<file path="config.mk">
export PLATFORM = sky130hd
export DESIGN_NAME = tsa_top
export DESIGN_NICKNAME = d
export VERILOG_FILES = /design/src/shared/tsa_pkg.sv /design/src/logic/tsa_setsel.sv /design/src/logic/tsa_wmean.sv /design/src/logic/tsa_top.sv
export SDC_FILE = /design/constraint.sdc
export NUM_CORES = 1
export LEC_CHECK = 0
export BUFFER_PORTS_ARGS = -buffer_cell sky130_fd_sc_hd__clkbuf_2
export CAP_MARGIN = 25
export CORE_ASPECT_RATIO = 1.25
export CORE_MARGIN = 2
export CORE_UTILIZATION = 50
export CTS_CLUSTER_SIZE = 14
export DETAILED_ROUTE_END_ITERATION = 8
export MAX_ROUTING_LAYER = met4
export PLACE_DENSITY = 0.72
export REMOVE_ABC_BUFFERS = 1
export SLEW_MARGIN = 0
export SYNTH_ARGS = -nofsm -noshare
export SYNTH_HDL_FRONTEND = slang
export SYNTH_SLANG_ARGS = --single-unit
</file>
<file path="constraint.sdc">
create_clock -name hclk -period 16.34 [get_ports hclk]
set_input_delay 2.451 -clock hclk [delete_from_list [all_inputs] [get_ports hclk]]
set_output_delay 2.451 -clock hclk [all_outputs]
set_load 0.1 [all_outputs]
</file>
<file path="src/shared/tsa_pkg.sv">
// Package: map, fields, defaults and timing of the setpoint/alarm block
package tsa_pkg;
	// Register byte offsets
	localparam logic [7:0] A_CTRL   = 8'h00;
	localparam logic [7:0] A_TARGET = 8'h04;
	localparam logic [7:0] A_COMF   = 8'h08;
	localparam logic [7:0] A_STBY   = 8'h0C;
	localparam logic [7:0] A_ECON   = 8'h10;
	localparam logic [7:0] A_PROT   = 8'h14;
	localparam logic [7:0] A_MODE   = 8'h18;
	localparam logic [7:0] A_AUX    = 8'h1C;
	localparam logic [7:0] A_WEIGHT = 8'h20;
	localparam logic [7:0] A_CYCLE  = 8'h24;
	localparam logic [7:0] A_STAT   = 8'h28;
	localparam logic [7:0] A_ISTAT  = 8'h2C;
	localparam logic [7:0] A_IMASK  = 8'h30;
	localparam logic [7:0] A_TEFF   = 8'h34;
	// Control register fields
	localparam int C_SCHEME = 0;
	localparam int C_COOL   = 2;
	localparam int C_WIN_EN = 3;
	localparam int C_WGT_EN = 4;
	localparam int C_CHAN   = 5;
	localparam int C_NTC    = 7;
	localparam int C_LOCK   = 11;
	localparam int CTRL_W   = 12;
	localparam logic [11:0] CTRL_RST = 12'h780;
	// Setpoint schemes
	localparam logic [1:0] SCH_SINGLE = 2'h0;
	localparam logic [1:0] SCH_REL    = 2'h1;
	localparam logic [1:0] SCH_ABS    = 2'h2;
	// Operating mode request codes
	localparam logic [7:0] MC_COMF = 8'h01;
	localparam logic [7:0] MC_STBY = 8'h02;
	localparam logic [7:0] MC_ECON = 8'h03;
	localparam logic [7:0] MC_PROT = 8'h04;
	typedef enum logic [1:0]
	{
		TSA_COMFORT,
		TSA_STANDBY,
		TSA_ECONOMY,
		TSA_PROTECT
	} tsa_mode_t;
	// Temperatures in hundredths of a degree, signed
	localparam logic [15:0] DEF_HEAT      = 16'h0834;
	localparam logic [15:0] DEF_COOL      = 16'h0960;
	localparam logic [15:0] DEF_PROT_HEAT = 16'h02BC;
	localparam logic [15:0] DEF_PROT_COOL = 16'h0DAC;
	localparam logic [15:0] DEF_STBY      = 16'h00C8;
	localparam logic [15:0] DEF_ECON      = 16'h015E;
	// Sensor plausibility limits
	localparam logic [15:0] T_LOW    = 16'hF830;
	localparam logic [15:0] T_HIGH   = 16'h1B58;
	localparam logic [15:0] OHM_LOW  = 16'h0100;
	localparam logic [15:0] OHM_HIGH = 16'hF000;
	// Weighting: weight of local reading out of W_FULL
	localparam logic [4:0] W_FULL   = 5'h10;
	localparam logic [4:0] DEF_WGT  = 5'h08;
	// Modulation cycle in minutes
	localparam logic [7:0] DEF_CYCLE = 8'h0F;
	// Timing
	localparam longint CLK_HZ        = 250000000;
	localparam longint AUX_TIMEOUT_S = 600;
	localparam logic [39:0] AUX_TIMEOUT_CYC =
		40'(AUX_TIMEOUT_S * CLK_HZ);
	// Interrupt status bits
	localparam int I_ALARM = 0;
	localparam int I_CLEAR = 1;
	localparam int I_WIN   = 2;
	localparam int I_MODE  = 3;
	localparam int IRQ_W   = 4;
	// Non-volatile store word indices
	localparam logic [2:0] NV_TARGET = 3'h0;
	localparam logic [2:0] NV_COMF   = 3'h1;
	localparam logic [2:0] NV_STBY   = 3'h2;
	localparam logic [2:0] NV_ECON   = 3'h3;
	localparam logic [2:0] NV_PROT   = 3'h4;
endpackage

</file>
<file path="src/logic/tsa_setsel.sv">
// Setpoint selector: scheme, mode and direction to working setpoint
`timescale 1ns/1ps
`default_nettype none
module tsa_setsel
(
	// Configuration
	input  wire logic [1:0]         scheme,
	input  wire logic               cool,
	input  wire tsa_pkg::tsa_mode_t mode,
	// Stored objects
	input  wire logic [15:0]        target,
	input  wire logic               target_rx,
	input  wire logic [15:0]        comfort,
	input  wire logic               comfort_rx,
	input  wire logic [15:0]        standby,
	input  wire logic [15:0]        economy,
	input  wire logic [31:0]        prot,
	// Result
	output logic [15:0]             setpoint
);
	import tsa_pkg::*;

	// Attenuation: cooling raises, heating lowers
	function automatic logic [15:0] atten(input logic [15:0] base,
		input logic [15:0] ofs, input logic c);
		atten = c ? 16'(base + ofs) : 16'(base - ofs);
	endfunction

	wire [15:0] dflt     = cool ? DEF_COOL : DEF_HEAT;
	wire [15:0] prot_sel = cool ? prot[31:16] : prot[15:0];
	wire [15:0] comf_eff = comfort_rx ? comfort : dflt;
	// Single: target or protection level only
	wire [15:0] single_sp = (mode == TSA_PROTECT) ? prot_sel :
		(target_rx ? target : dflt);
	// Relative: derived from comfort
	wire [15:0] rel_sp =
		(mode == TSA_STANDBY) ? atten(comf_eff, standby, cool) :
		(mode == TSA_ECONOMY) ? atten(comf_eff, economy, cool) :
		(mode == TSA_PROTECT) ? prot_sel : comf_eff;
	// Absolute: each mode its own value
	wire [15:0] abs_sp =
		(mode == TSA_STANDBY) ? standby :
		(mode == TSA_ECONOMY) ? economy :
		(mode == TSA_PROTECT) ? prot_sel : comf_eff;

	assign setpoint = (scheme == SCH_REL) ? rel_sp :
		(scheme == SCH_ABS) ? abs_sp : single_sp;
endmodule
`default_nettype wire

</file>
<file path="src/logic/tsa_wmean.sv">
// Weighted mean of local and bus-received temperature
`timescale 1ns/1ps
`default_nettype none
module tsa_wmean
(
	// Clock and reset
	input  wire logic        hclk,
	input  wire logic        hresetn,
	// Inputs
	input  wire logic        enable,
	input  wire logic [4:0]  weight,
	input  wire logic [15:0] local_temp,
	input  wire logic [15:0] aux_temp,
	// Result
	output logic [15:0]      temp_eff
);
	import tsa_pkg::*;

	// Weight is clipped so a bad write cannot go negative
	wire [4:0] w_loc = (weight > W_FULL) ? W_FULL : weight;
	wire [4:0] w_aux = 5'(W_FULL - w_loc);
	wire signed [22:0] p_loc =
		23'($signed(local_temp) * $signed({1'b0, w_loc}));
	wire signed [22:0] p_aux =
		23'($signed(aux_temp) * $signed({1'b0, w_aux}));
	wire signed [22:0] sum = 23'(p_loc + p_aux);

	// Registered mean, or local reading alone
	always_ff @(posedge hclk or negedge hresetn)
	begin
		if (!hresetn)
			temp_eff <= 16'h0000;
		else
			temp_eff <= enable ? sum[19:4] : local_temp;
	end
endmodule
`default_nettype wire

</file>
<file path="src/logic/tsa_top.sv">
// Thermostat setpoint selection and control alarm, AHB-Lite slave
// Function
// - One writable target, periodic or on-change
// - Target kept in non-volatile store in single scheme
// - Unreceived target uses heat/cool defaults
// - Open window: freeze target, use protection
// - Relative scheme exposes four writable objects
// - Standby/economy derived from comfort
// - Relative objects kept in non-volatile store
// - Mode from request, comfort until received
// - Single scheme: target and protection levels
// - Four exclusive modes in relative/absolute
// - Halt on lock, sensor fault, aux timeout
// - Halted: command zero, alarm object set
// - Room probe from thermistor-typed channel
// - Optional weighted mean with bus temperature
// - Modulation cycle about fifteen-twenty minutes
`timescale 1ns/1ps
`default_nettype none
module tsa_top
#(
	parameter logic [39:0] AUX_TIMEOUT_CYC = tsa_pkg::AUX_TIMEOUT_CYC
)
(
	// Clock and reset
	input  wire logic        hclk,
	input  wire logic        hresetn,
	// AHB-Lite slave
	input  wire logic        hsel,
	input  wire logic [31:0] haddr,
	input  wire logic [1:0]  htrans,
	input  wire logic        hwrite,
	input  wire logic [2:0]  hsize,
	input  wire logic [31:0] hwdata,
	input  wire logic        hready,
	output logic [31:0]      hrdata,
	output logic             hreadyout,
	output logic             hresp,
	// Window contact pins, asynchronous
	input  wire logic        window_a,
	input  wire logic        window_b,
	// Thermistor channels, four of 16 bits each
	input  wire logic [63:0] probe_temp,
	input  wire logic [63:0] probe_ohms,
	// Demand from the control algorithm, percent
	input  wire logic [7:0]  ctrl_demand,
	// Towards the control algorithm and valve
	output logic [7:0]       cmd_out,
	output logic             ctrl_halt,
	output logic             ctrl_restart,
	output logic             ctrl_cool,
	output logic [15:0]      setpoint_out,
	output logic [15:0]      temp_eff,
	output logic [7:0]       cycle_minutes,
	// Alarm object and interrupt
	output logic             temp_alarm,
	output logic             irq,
	// Non-volatile store
	output logic             nv_store,
	output logic [2:0]       nv_idx,
	output logic [31:0]      nv_data,
	input  wire logic        nv_load,
	input  wire logic [2:0]  nv_load_idx,
	input  wire logic [31:0] nv_load_data
);
	import tsa_pkg::*;

	// Valid operating mode request code
	function automatic logic mode_ok(input logic [7:0] c);
		mode_ok = (c >= MC_COMF) && (c <= MC_PROT);
	endfunction

	// Reading and resistance disagree (thermistor falls with heat)
	function automatic logic implausible(input logic [15:0] t,
		input logic [15:0] r);
		implausible = ($signed(t) < $signed(T_LOW) && r < OHM_LOW) ||
			($signed(t) > $signed(T_HIGH) && r > OHM_HIGH);
	endfunction

	// Stored objects
	logic [CTRL_W-1:0] ctrl;         // Control bits
	logic [15:0]       target;       // Single target
	logic [15:0]       comfort;      // Comfort setpoint
	logic [15:0]       short_absence_attenuation; // Standby
	logic [15:0]       economy;      // Economy offset/value
	logic [31:0]       prot;         // Protection cool:heat
	tsa_mode_t         mode;         // Requested mode
	logic [15:0]       aux;          // Bus temperature
	logic [4:0]        weight;       // Local weight
	logic [IRQ_W-1:0]  irq_stat;     // Sticky events
	logic [IRQ_W-1:0]  irq_mask;     // Event enables
	logic              target_rx;    // Target received
	logic              comfort_rx;   // Comfort received
	logic              mode_rx;      // Mode received
	// Bus data phase
	logic              dp_wr;        // Write pending
	logic [7:0]        dp_addr;      // Its offset
	// Window synchroniser and state
	logic [1:0]        win_s1;       // First stage only
	logic [1:0]        win_s2;       // Second stage
	logic              win_q;        // Window open
	// Timeout counter for the bus temperature
	logic [39:0]       aux_cnt;

	// Address phase decode
	wire ap_take = hsel && htrans[1] && hready;
	wire ap_hit  = (haddr[31:8] == 24'h000000);
	wire rd_take = ap_take && !hwrite && ap_hit;
	wire rd_irq  = rd_take && (haddr[7:0] == A_ISTAT);

	// Data phase write strobes
	wire wr_ctrl   = dp_wr && (dp_addr == A_CTRL);
	wire wr_target = dp_wr && (dp_addr == A_TARGET);
	wire wr_comf   = dp_wr && (dp_addr == A_COMF);
	wire wr_stby   = dp_wr && (dp_addr == A_STBY);
	wire wr_econ   = dp_wr && (dp_addr == A_ECON);
	wire wr_prot   = dp_wr && (dp_addr == A_PROT);
	wire wr_mode   = dp_wr && (dp_addr == A_MODE);
	wire wr_aux    = dp_wr && (dp_addr == A_AUX);
	wire wr_weight = dp_wr && (dp_addr == A_WEIGHT);
	wire wr_cycle  = dp_wr && (dp_addr == A_CYCLE);
	wire wr_imask  = dp_wr && (dp_addr == A_IMASK);

	// Configuration fields
	wire [1:0] scheme  = ctrl[C_SCHEME +: 2];
	wire       lock_in = ctrl[C_LOCK];
	wire       wgt_en  = ctrl[C_WGT_EN];
	wire [1:0] chan    = ctrl[C_CHAN +: 2];

	// Target frozen while the window is open
	wire tgt_take = wr_target && !win_q;
	// Mode request accepted only for a known code
	wire mode_take = wr_mode && mode_ok(hwdata[7:0]);
	// Loads from the non-volatile store on power-up
	wire ld_tgt  = nv_load && (nv_load_idx == NV_TARGET);
	wire ld_comf = nv_load && (nv_load_idx == NV_COMF);
	wire ld_stby = nv_load && (nv_load_idx == NV_STBY);
	wire ld_econ = nv_load && (nv_load_idx == NV_ECON);
	wire ld_prot = nv_load && (nv_load_idx == NV_PROT);

	// Window overrides every requested mode
	wire tsa_mode_t act_mode = win_q ? TSA_PROTECT :
		(scheme == SCH_SINGLE) ? TSA_COMFORT : mode;

	// Room probe: selected channel, thermistor type only
	wire [15:0] sel_temp = probe_temp[{chan, 4'h0} +: 16];
	wire [15:0] sel_ohms = probe_ohms[{chan, 4'h0} +: 16];
	wire        ntc_ok   = ctrl[C_NTC + 32'(chan)];

	// Alarm causes
	wire fault  = !ntc_ok || implausible(sel_temp, sel_ohms);
	wire aux_to = wgt_en && (aux_cnt == AUX_TIMEOUT_CYC);
	wire alarm  = lock_in || fault || aux_to;

	// Events for the interrupt status
	wire [IRQ_W-1:0] ev;
	assign ev[I_ALARM] = alarm && !temp_alarm;
	assign ev[I_CLEAR] = !alarm && temp_alarm;
	assign ev[I_WIN]   = win_q != (ctrl[C_WIN_EN] && |win_s2);
	assign ev[I_MODE]  = mode_take;

	// Working setpoint
	wire [15:0] sel_set;
	tsa_setsel u_setsel
	(
		.scheme     (scheme),
		.cool       (ctrl[C_COOL]),
		.mode       (act_mode),
		.target     (target),
		.target_rx  (target_rx),
		.comfort    (comfort),
		.comfort_rx (comfort_rx),
		.standby    (short_absence_attenuation),
		.economy    (economy),
		.prot       (prot),
		.setpoint   (sel_set)
	);

	// Effective room temperature
	tsa_wmean u_wmean
	(
		.hclk       (hclk),
		.hresetn    (hresetn),
		.enable     (wgt_en),
		.weight     (weight),
		.local_temp (sel_temp),
		.aux_temp   (aux),
		.temp_eff   (temp_eff)
	);

	// Read mux; unmapped offsets read zero
	wire [31:0] status = {setpoint_out, 8'h00, target_rx, win_q,
		2'(act_mode), aux_to, fault, lock_in, temp_alarm};
	wire [7:0] ra = haddr[7:0];
	wire [31:0] rd_mux =
		(ra == A_CTRL)   ? {20'h00000, ctrl} :
		(ra == A_TARGET) ? {16'h0000, target} :
		(ra == A_COMF)   ? {16'h0000, comfort} :
		(ra == A_STBY)   ? {16'h0000, short_absence_attenuation} :
		(ra == A_ECON)   ? {16'h0000, economy} :
		(ra == A_PROT)   ? prot :
		(ra == A_MODE)   ? {30'h00000000, 2'(mode)} :
		(ra == A_AUX)    ? {16'h0000, aux} :
		(ra == A_WEIGHT) ? {27'h0000000, weight} :
		(ra == A_CYCLE)  ? {24'h000000, cycle_minutes} :
		(ra == A_STAT)   ? status :
		(ra == A_ISTAT)  ? {28'h0000000, irq_stat} :
		(ra == A_IMASK)  ? {28'h0000000, irq_mask} :
		(ra == A_TEFF)   ? {16'h0000, temp_eff} : 32'h00000000;

	// Zero wait states, always OKAY
	assign hreadyout = 1'b1;
	assign hresp     = 1'b0;
	assign ctrl_halt = temp_alarm;
	// Direction follows the supervisor's bit
	assign ctrl_cool = ctrl[C_COOL];
	// Level interrupt while an unmasked event is pending
	assign irq = |(irq_stat & irq_mask);

	// Capture the address phase; only word writes are accepted
	always_ff @(posedge hclk or negedge hresetn)
	begin
		if (!hresetn)
		begin
			dp_wr   <= 1'b0;
			dp_addr <= 8'h00;
		end
		else
		begin
			dp_wr   <= ap_take && hwrite && ap_hit && (hsize == 3'h2);
			dp_addr <= haddr[7:0];
		end
	end

	// Read data registered at the address phase edge
	always_ff @(posedge hclk or negedge hresetn)
	begin
		if (!hresetn)
			hrdata <= 32'h00000000;
		else if (rd_take)
			hrdata <= rd_mux;
	end

	// Control bits and plain configuration
	always_ff @(posedge hclk or negedge hresetn)
	begin
		if (!hresetn)
		begin
			ctrl          <= CTRL_RST;
			weight        <= DEF_WGT;
			cycle_minutes <= DEF_CYCLE;
			irq_mask      <= '0;
		end
		else
		begin
			if (wr_ctrl)
				ctrl <= hwdata[CTRL_W-1:0];
			if (wr_weight)
				weight <= hwdata[4:0];
			if (wr_cycle)
				cycle_minutes <= hwdata[7:0];
			if (wr_imask)
				irq_mask <= hwdata[IRQ_W-1:0];
		end
	end

	// Single target; bus write wins over a store load
	always_ff @(posedge hclk or negedge hresetn)
	begin
		if (!hresetn)
		begin
			target    <= DEF_HEAT;
			target_rx <= 1'b0;
		end
		else if (tgt_take || ld_tgt)
		begin
			target    <= tgt_take ? hwdata[15:0] : nv_load_data[15:0];
			target_rx <= 1'b1;
		end
	end

	// The four mode objects, writable in every scheme
	always_ff @(posedge hclk or negedge hresetn)
	begin
		if (!hresetn)
		begin
			comfort    <= DEF_HEAT;
			comfort_rx <= 1'b0;
			short_absence_attenuation <= DEF_STBY;
			economy    <= DEF_ECON;
			prot       <= {DEF_PROT_COOL, DEF_PROT_HEAT};
		end
		else
		begin
			if (wr_comf || ld_comf)
			begin
				comfort <= wr_comf ? hwdata[15:0] : nv_load_data[15:0];
				comfort_rx <= 1'b1;
			end
			if (wr_stby || ld_stby)
				short_absence_attenuation <=
					wr_stby ? hwdata[15:0] : nv_load_data[15:0];
			if (wr_econ || ld_econ)
				economy <= wr_econ ? hwdata[15:0] : nv_load_data[15:0];
			if (wr_prot || ld_prot)
				prot <= wr_prot ? hwdata : nv_load_data;
		end
	end

	// Requested mode, comfort until one arrives
	always_ff @(posedge hclk or negedge hresetn)
	begin
		if (!hresetn)
		begin
			mode    <= TSA_COMFORT;
			mode_rx <= 1'b0;
		end
		else if (mode_take)
		begin
			mode    <= tsa_mode_t'(2'(hwdata[7:0] - MC_COMF));
			mode_rx <= 1'b1;
		end
	end

	// Copy a bus-written target (single scheme) or relative object (relative scheme) to the store
	always_ff @(posedge hclk or negedge hresetn)
	begin
		if (!hresetn)
		begin
			nv_store <= 1'b0;
			nv_idx   <= NV_TARGET;
			nv_data  <= 32'h00000000;
		end
		else
		begin
			nv_store <= (tgt_take && scheme == SCH_SINGLE) ||
				((wr_comf || wr_stby || wr_econ || wr_prot) &&
				scheme == SCH_REL);
			nv_idx   <= wr_comf ? NV_COMF : wr_stby ? NV_STBY :
				wr_econ ? NV_ECON : wr_prot ? NV_PROT : NV_TARGET;
			nv_data  <= wr_prot ? hwdata : {16'h0000, hwdata[15:0]};
		end
	end

	// Bus temperature and its freshness counter
	always_ff @(posedge hclk or negedge hresetn)
	begin
		if (!hresetn)
		begin
			aux     <= 16'h0000;
			aux_cnt <= 40'h0000000000;
		end
		else if (wr_aux)
		begin
			aux     <= hwdata[15:0];
			aux_cnt <= 40'h0000000000;
		end
		else if (aux_cnt != AUX_TIMEOUT_CYC)
			aux_cnt <= 40'(aux_cnt + 40'h0000000001);
	end

	// Window pins pass two flip-flops before use
	always_ff @(posedge hclk or negedge hresetn)
	begin
		if (!hresetn)
		begin
			win_s1 <= 2'h0;
			win_s2 <= 2'h0;
			win_q  <= 1'b0;
		end
		else
		begin
			win_s1 <= {window_b, window_a};
			win_s2 <= win_s1;
			win_q  <= ctrl[C_WIN_EN] && |win_s2;
		end
	end

	// Alarm, command and restart; a setpoint change also restarts
	always_ff @(posedge hclk or negedge hresetn)
	begin
		if (!hresetn)
		begin
			temp_alarm   <= 1'b0;
			cmd_out      <= 8'h00;
			ctrl_restart <= 1'b0;
			setpoint_out <= DEF_HEAT;
		end
		else
		begin
			temp_alarm   <= alarm;
			cmd_out      <= alarm ? 8'h00 : ctrl_demand;
			ctrl_restart <= (temp_alarm && !alarm) ||
				(sel_set != setpoint_out);
			setpoint_out <= sel_set;
		end
	end

	// Sticky events; a read clears, but a new event wins
	always_ff @(posedge hclk or negedge hresetn)
	begin
		if (!hresetn)
			irq_stat <= '0;
		else
			irq_stat <= (irq_stat & {IRQ_W{!rd_irq}}) | ev;
	end

	property p_halt_cmd;
		@(posedge hclk) disable iff (!hresetn)
		temp_alarm |-> cmd_out == 8'h00;
	endproperty
	a_halt_cmd: assert property (p_halt_cmd)
		else $error("command not closed during alarm");

	property p_lock;
		@(posedge hclk) disable iff (!hresetn)
		lock_in |=> temp_alarm && ctrl_halt;
	endproperty
	a_lock: assert property (p_lock)
		else $error("lock did not halt control");

	property p_aux_to;
		@(posedge hclk) disable iff (!hresetn)
		(wgt_en && aux_cnt == AUX_TIMEOUT_CYC && !wr_aux) |=> temp_alarm;
	endproperty
	a_aux_to: assert property (p_aux_to)
		else $error("bus temperature timeout missed");

	property p_restart;
		@(posedge hclk) disable iff (!hresetn)
		$fell(temp_alarm) |-> ctrl_restart;
	endproperty
	a_restart: assert property (p_restart)
		else $error("no restart when alarm cleared");

	property p_default;
		@(posedge hclk) disable iff (!hresetn)
		(scheme == SCH_SINGLE && !target_rx && !win_q &&
		!ctrl[C_COOL])[*2] |-> setpoint_out == DEF_HEAT;
	endproperty
	a_default: assert property (p_default)
		else $error("heating default not applied");

	property p_window;
		@(posedge hclk) disable iff (!hresetn)
		(win_q && !wr_prot && !ld_prot && !wr_ctrl)[*2] |->
		setpoint_out == (ctrl[C_COOL] ? prot[31:16] : prot[15:0]);
	endproperty
	a_window: assert property (p_window)
		else $error("protection setpoint not applied");

	property p_freeze;
		@(posedge hclk) disable iff (!hresetn)
		win_q && wr_target |=> $stable(target);
	endproperty
	a_freeze: assert property (p_freeze)
		else $error("target changed with window open");

	property p_target;
		@(posedge hclk) disable iff (!hresetn)
		wr_target && !win_q |=> target == $past(hwdata[15:0]) &&
		target_rx;
	endproperty
	a_target: assert property (p_target)
		else $error("target write not taken");

	property p_nv;
		@(posedge hclk) disable iff (!hresetn)
		wr_comf && scheme == SCH_REL |=> nv_store &&
		nv_idx == NV_COMF && nv_data[15:0] == comfort;
	endproperty
	a_nv: assert property (p_nv)
		else $error("comfort not stored");

	property p_mode_dflt;
		@(posedge hclk) disable iff (!hresetn)
		!mode_rx |-> mode == TSA_COMFORT;
	endproperty
	a_mode_dflt: assert property (p_mode_dflt)
		else $error("mode not comfort before request");

	property p_relative;
		@(posedge hclk) disable iff (!hresetn)
		(scheme == SCH_REL && act_mode == TSA_STANDBY && comfort_rx &&
		ctrl[C_COOL] && !dp_wr)[*2] |-> setpoint_out ==
		16'(comfort + short_absence_attenuation);
	endproperty
	a_relative: assert property (p_relative)
		else $error("standby not derived from comfort");
endmodule
`default_nettype wire

</file>
==> results.md, run 1 <==
- CTS Buf Count: 36
- Placed wire-length estimate after detailed placement: 62800 um
- Clock Latency Late Sink: 570 ps
- Die Wd: 199 um
- Area grow syn2layout: 15.9%
- Main synth FF type: dfrtp_1
- # rows: 89
- Post-synthesis async set-or-reset flop share: 100%
- Placer's final routability congestion estimate: 0.986
- Critical R2R Capture: u_wmean.temp_eff[14]
- Global Route met3 Usage: 4.29%
- Hold Buf Count CTS: 0
- Post-synth EDFFs: 0
- Yosys reg bits: 313
- DRC viols: 0
- Number of distinct library cells after synthesis: 85
- Slew of the pin with the lowest slew margin: 1110 ps
- Hold endpoint: win_s2[1]
- Postcts setup bufs: 0
- Reg clk slew, reported paths: 60 ps
- Full die area: 49300 sq um
- Cell family with most CP delay: adder cells
- Crit Reg-Reg Startpoint: weight[4]
- Worst Path Required: 16780 ps
- Final setup violation count: 0
- Buf/Inv on CP: 3
- Pins over their slew limit: 0
- Overall power: 2.48 mW
- Pwr/cell area: 89.9 nW/um^2
- Synth Warn #: 0
- Status: complete, no violations
- Worst Setup Slack, final: 8230 ps
- # fillers: 4164
- Max-Cap Viols: 0
- Post-layout util: 58.5%
- Initial DRC count: 1493
- Relative slew margins: 25.4%
- Worst stage delay on the critical path: 570 ps
- Slowest-stage cell, CP: mux4_2
- DRT Wirelength: 82200 um
- Syn_area_per_cell: 9.23 sq um
- Initial antenna violation count: 4
- Drt via density: 5.96
- Most frequent CP cell: fa_1
- WHS Path Cells: 0
- CP cell instances: clkbuf_2 > mux4_2 > nor2b_1 > ha_1 > fa_1 > fa_1 > fa_1 > inv_1 > fa_1 > inv_1 > ha_1 > a21o_1 > nor3_1 > o211ai_1 > a2111o_1 > a41o_1 > a2111oi_2 > nor3_1 > xor2_1 > mux2_2
- Post-route minimum period: 8110 ps
- ANT nets after route: 0
- Crit Path Max Fanout: 8
- Register area share after synthesis: 33.2%
- Post-Syn Area: 23800 sq um
- Grt total ovfl: 0
- Initial Util: 50.5%
- Met2 layer usage reported by global route: 57.2%
- Global-route usage over all layers: 34.5%
- Met1 Use GR: 41.8%
- Hold Path Class: flip-flop to flip-flop
- Grt peak-use layer: met2
- Worst reg-to-reg path cell count: 22
- Cells after synthesis: 2575
- DP Cell Count: 3490
- Class of the most critical setup path: primary input to flip-flop
- Die Y: 248 um
- First drt pass iteration count: 6
- CTS resizes: 0
- Storage cell area: 7890 sq um
- Placeable Area: 47100 sq um
- Place WS: 7700 ps
- CP Launch Type: primary input
- Nets: 3361
- CTS Buffer Depth: 3
- Ratio of cells with drive above 1 in the final layout: 21.1%
- Clock sinks: 313
- RSZ-0062 raised after global routing: false
- Clock Skews: 20.4 ps
- Final Cycle Share: 49.6%
- Vias in the first global route: 21200
- H-tree depth: 2
- Worst hold slack: 348 ps
- FF-to-FF setup slack: 8310 ps
- Multi-input gate area: 14700 sq um
- Critical path arrival: 8550 ps
- Final setup TNS: 0 ps
- Ports: 371
- Worst VDD drop: 68.8 uV
- Port bufs: 367
- Nature of the critical path endpoint: flip-flop
- Largest net degree at the start of global routing: 145
- Leak pwr: 13.1 nW
- Final Hold Vio Count: 0
- Hold_sp: win_s1[1]
- DP Area: 26300 sq um
- Root Driver: clkbuf_16
- Drt wl/cell: 23.1 um
- Via Count: 21200
- Post-route cell area: 27500 sq um
- CTS tree: built
- Cell Count, Final, Fillers Out: 3561
- Fmax: 0.123 GHz
- First-pass GRT wire length: 125000 um
## routing by layer
layer,up-vias,share of wire (%)
li1,9587,-
met1,10500,39
met2,891,49
met3,213,6.0
met4,0,5.1
met5,-,0
## cell families (layout without fill, tap and decap cells)
| logic type | after synthesis | count (layout) | share of synthesized area (%) |
|---|---|---|---|
| DFF | 313 | 313 | 33.2 |
| buffers and inverters | 343 | 687 | 5.51 |
| other | 2 | 7 | 0.0316 |
| xor gates and xnor gates | 125 | 125 | 4.60 |
| AOI/OAI and AO/OA | 560 | 560 | 15.2 |
| adders and majority gates | 222 | 222 | 15.6 |
| and+or+nand+nor | 827 | 827 | 16.9 |
| muxes | 183 | 183 | 9.06 |
## cells in the mapped netlist (7+ instances only)
cell type,count,area (sq um)
a22oi_1,44,330
nor2b_1,51,319
a222oi_1,10,100
xnor2_1,58,508
xor2_1,67,587
a211oi_1,9,67.6
nand2b_1,13,81.3
a21o_1,18,135
fa_1,124,2480
nor3_1,51,255
dfrtp_1,270,6760
o31ai_1,7,52.6
o21bai_1,18,135
nor2_1,193,724
clkbuf_1,107,402
a221oi_1,19,166
or3_1,15,93.8
o21a_1,19,143
ha_1,98,1230
mux2i_1,114,1140
o211ai_1,12,90.1
buf_2,9,45.0
nand4_1,15,93.8
and4_1,8,70.1
buf_1,13,48.8
nand2_1,258,968
a22o_1,8,70.1
mux4_2,21,473
o21ai_0,141,706
a31oi_1,25,156
dfstp_2,43,1130
mux2_2,48,541
and3_1,13,81.3
nor4_1,28,175
inv_1,209,785
and2_1,96,601
o22ai_1,14,87.6
nand3_1,52,260
a21oi_1,152,761
## how the worst max path moves through the flow
| stage | from | endpoint | cells past startpoint |
|---|---|---|---|
| finish | probe_temp[54] | u_wmean.temp_eff[14] | 20 |
| global route | weight[4] | u_wmean.temp_eff[14] | 22 |
| floorplan | probe_temp[54] | u_wmean.temp_eff[14] | 19 |
| global placement | probe_temp[54] | u_wmean.temp_eff[14] | 20 |
| detailed placement | probe_temp[54] | u_wmean.temp_eff[14] | 20 |
| CTS | probe_temp[54] | u_wmean.temp_eff[14] | 20 |
## flip-flops by register name, summed over array words and instances, names as in the netlist, 3 cells and up
register	cells
nv_idx	3
ctrl	12
economy	16
comfort	16
hrdata	32
setpoint_out	16
aux_cnt	40
short_absence_attenuation	16
irq_stat	4
prot	32
cmd_out	8
weight	5
dp_addr	8
u_wmean.temp_eff	16
target	16
irq_mask	4
cycle_minutes	8
nv_data	32
aux	16
## report_power, final
part | internal [mW] | switching [mW] | total [mW]
Clock | 0.482 | 0.355 | 0.837
Sequential | 0.856 | 0.101 | 0.957
Combinational | 0.256 | 0.428 | 0.683
## layout by cell type (no fill, tap or decap), types with 11 or more instances in the layout
cell and instances:
dfrtp_1 268, a21o_1 18, clkbuf_16 36, or3_1 14
nor3_1 47, clkbuf_1 11, a22oi_1 44, nand4_1 15
inv_1 209, o21ai_0 141, o21bai_1 18, nor2_1 190
a31oi_1 25, and2_1 96, nand2b_1 13, o21a_1 19
mux2_2 48, clkbuf_2 366, a21oi_1 152, and3_1 13
xnor2_1 58, xor2_1 67, mux4_2 21, dfstp_2 43
ha_1 98, nor2b_1 48, a221oi_1 19, nor4_1 27
fa_1 124, mux2i_1 114, o22ai_1 14, nand2_1 258
buf_4 43, nand3_1 52, o211ai_1 12
## layout make-up
type	count	area share [%]
timing repair buffer	411	7.95
sequential	313	28.6
clock buffer	51	3.62
clock inverter	15	0.731
antenna	5	0.0454
inverter	210	2.86
multi-input combinational	1919	53.3
tap	637	2.89
No activity file was read; power rests on OpenSTA's default activity.
==> run 2, diff against run 1 <==
==> constraint.sdc (replaced) <==
create_clock -name hclk -period 8.16 [get_ports hclk]
set_input_delay 1.224 -clock hclk [delete_from_list [all_inputs] [get_ports hclk]]
set_output_delay 1.224 -clock hclk [all_outputs]
set_load 0.1 [all_outputs]
==> results.md, run 2 (synthesized netlist as in run 1, its figures left out) <==
- Status: complete, no violations
- Multi-input gate area: 14700 sq um (about the same)
- Worst VDD drop: 197 uV (+190%)
- Nature of the critical path endpoint: flip-flop
- Root Driver: clkbuf_16
- Critical R2R Capture: u_wmean.temp_eff[14]
- Storage cell area: 7890 sq um (unchanged)
- Worst reg-to-reg path cell count: 23 (+4.5%)
- DRT Wirelength: 81900 um (-0.48%)
- Initial Util: 50.5% (unchanged)
- DRC viols: 0 (unchanged)
- ANT nets after route: 0 (unchanged)
- Final setup violation count: 0 (unchanged)
- Full die area: 49300 sq um (unchanged)
- Clock Skews: 26.5 ps (+6.17 ps)
- Reg clk slew, reported paths: 60 ps (about the same)
- Pins over their slew limit: 0 (unchanged)
- Drt wl/cell: 23.0 um (-0.59%)
- RSZ-0062 raised after global routing: false
- Highest-count cells in the layout ignoring fill and taps: 366 x clkbuf_2, 268 x dfrtp_1, 258 x nand2_1
- CP cell instances: nor2b_1 > inv_1 > ha_1 > xnor2_1 > nand2_1 > fa_1 > inv_1 > fa_1 > fa_1 > fa_1 > inv_1 > fa_1 > inv_1 > ha_1 > a21o_1 > nor3_1 > o211ai_1 > a2111o_1 > a41o_1 > a2111oi_2 > nor3_1 > xor2_1 > mux2_2
- Final setup TNS: 0 ps (unchanged)
- Hold_sp: win_s1[1]
- FF-to-FF setup slack: 790 ps (-7520 ps)
- Hold Buf Count CTS: 0 (unchanged)
- Ports: 371 (unchanged)
- Most common cell after layout, fill and taps aside: clkbuf_2
- Top Layer Used: met4
- Port bufs: 367 (unchanged)
- First-pass GRT wire length: 125000 um (-0.21%)
- Area grow syn2layout: 16.3%
- Grt total ovfl: 0 (unchanged)
- Met2 wire length: 40600 um (about the same)
- # fillers: 4168 (+0.096%)
- Worst stage delay on the critical path: 660 ps (+90 ps)
- Crit Path Max Fanout: 9 (+1)
- First drt pass iteration count: 6 (unchanged)
- Via Count: 21300 (+0.18%)
- Largest register FFs: 40 (unchanged)
- Initial antenna violation count: 2 (-2)
- Clock sinks: 313 (unchanged)
- Leak pwr: 13.2 nW (+0.55%)
- Placer's final routability congestion estimate: 0.963 (-2.3%)
- Initial DRC count: 1644 (+10%)
- Class of the most critical setup path: flip-flop to flip-flop
- Largest net degree at the start of global routing: 111 (-23%)
- DR WL met3: 5320 um (+8.3%)
- Cell Count, Final, Fillers Out: 3565 (+0.11%)
- Placed wire-length estimate after detailed placement: 63300 um (+0.88%)
- H-tree depth: 2 (unchanged)
- Slowest-stage cell, CP: xnor2_1
- Clock Latency Late Sink: 580 ps (about the same)
- Max-Cap Viols: 0 (unchanged)
- Global-route usage over all layers: 34.4% (-0.12 points)
- CTS Buffer Depth: 3 (unchanged)
- CTS Buf Count: 36 (unchanged)
- WHS Path Cells: 0 (unchanged)
- Fmax: 0.136 GHz
- Postcts setup bufs: 0 (unchanged)
- Die Wd: 199 um (unchanged)
- CTS tree: built
- Nets: 3368 (+0.21%)
- Ratio of cells with drive above 1 in the final layout: 21.4% (+0.29 points)
- Pwr/cell area: 181 nW/um^2 (+100%)
- Worst Path Required: 8600 ps (-8180 ps)
- Drt via density: 5.97 (about the same)
- Crit Reg-Reg Startpoint: weight[4]
- Relative slew margins: 20.4% (-5.0 points)
- Die Y: 248 um (unchanged)
- Placeable Area: 47100 sq um (unchanged)
- Final Cycle Share: 90.3%
- Hold Path Class: flip-flop to flip-flop
- Vias in the first global route: 21400 (+0.72%)
- Post-route minimum period: 7370 ps
- Most frequent CP cell: fa_1
- DP Cell Count: 3496 (+0.17%)
- Slew of the pin with the lowest slew margin: 1190 ps (+80.1 ps)
- Final Hold Vio Count: 0 (unchanged)
- CTS resizes: 0 (unchanged)
- # rows: 89 (unchanged)
- Biggest register: aux_cnt
- Hold endpoint: win_s2[1]
- CP Launch Type: flip-flop
- Wl on met1: 31600 um (-2.6%)
- Critical path arrival: 7810 ps (-740 ps)
-- run 2: through the flow --
stage	hold WS (ps)	setup WS (ps)	util (%)	instance area, sq um	total power [mW]
2_1_floorplan	331	188	-	23300	2.80
3_3_place_gp	334	885	56.0	26400	3.25
3_5_place_dp	338	752	56.0	26400	3.27
4_1_cts	352	789	58.7	27600	5.03
5_1_grt	371	348	58.7	27700	5.23
6_report	350	793	58.7	27700	5.01
-- run 2: power by group --
group	total, mW	internal (mW)	leakage, nW	switching [mW]
Clock	1.74	1.03	0.622	0.707
Combinational	1.36	0.512	8.67	0.849
Sequential	1.91	1.71	3.91	0.199
Total	5.01	3.26	13.2	1.75
-- run 2: worst max path at each step --
stage	start	end	slack [ps]	depth (start not counted)
floorplan	weight[4]	u_wmean.temp_eff[14]	190	23
global placement	probe_temp[53]	u_wmean.temp_eff[14]	890	20
detailed placement	probe_temp[53]	u_wmean.temp_eff[14]	750	20
CTS	weight[4]	u_wmean.temp_eff[14]	790	23
global route	weight[4]	u_wmean.temp_eff[14]	350	23
finish	weight[4]	u_wmean.temp_eff[14]	790	23
-- run 2: metal layers --
layer,track usage [%],vias to the layer above
li1,-,9602
met1,41.2,10500
met2,57.8,955
met3,4.29,233
met4,16.2,0
met5,-,-
-- run 2: area by class of cell --
class	instances	area share, %
Antenna cell	2	0.0181
Clock buffer	51	3.79
Clock inverter	15	0.792
Inverter	210	2.85
Multi-Input combinational cell	1919	53.0
Sequential cell	313	28.5
Tap cell	637	2.88
Timing Repair Buffer	418	8.12
-- run 2: critical path: cells and delay by family, from the launching register on --
| family | cells | cell delay [ps] |
|---|---|---|
| AO/OA/AOI/OAI | 5 | 1540 |
| XOR/XNOR | 2 | 820 |
| adder cells (fa/ha/maj) | 7 | 3230 |
| buffers and inverters | 4 | 230 |
| flip-flops | 1 | 420 |
| multiplexers | 1 | 290 |
| AND/OR/NAND/NOR | 4 | 710 |
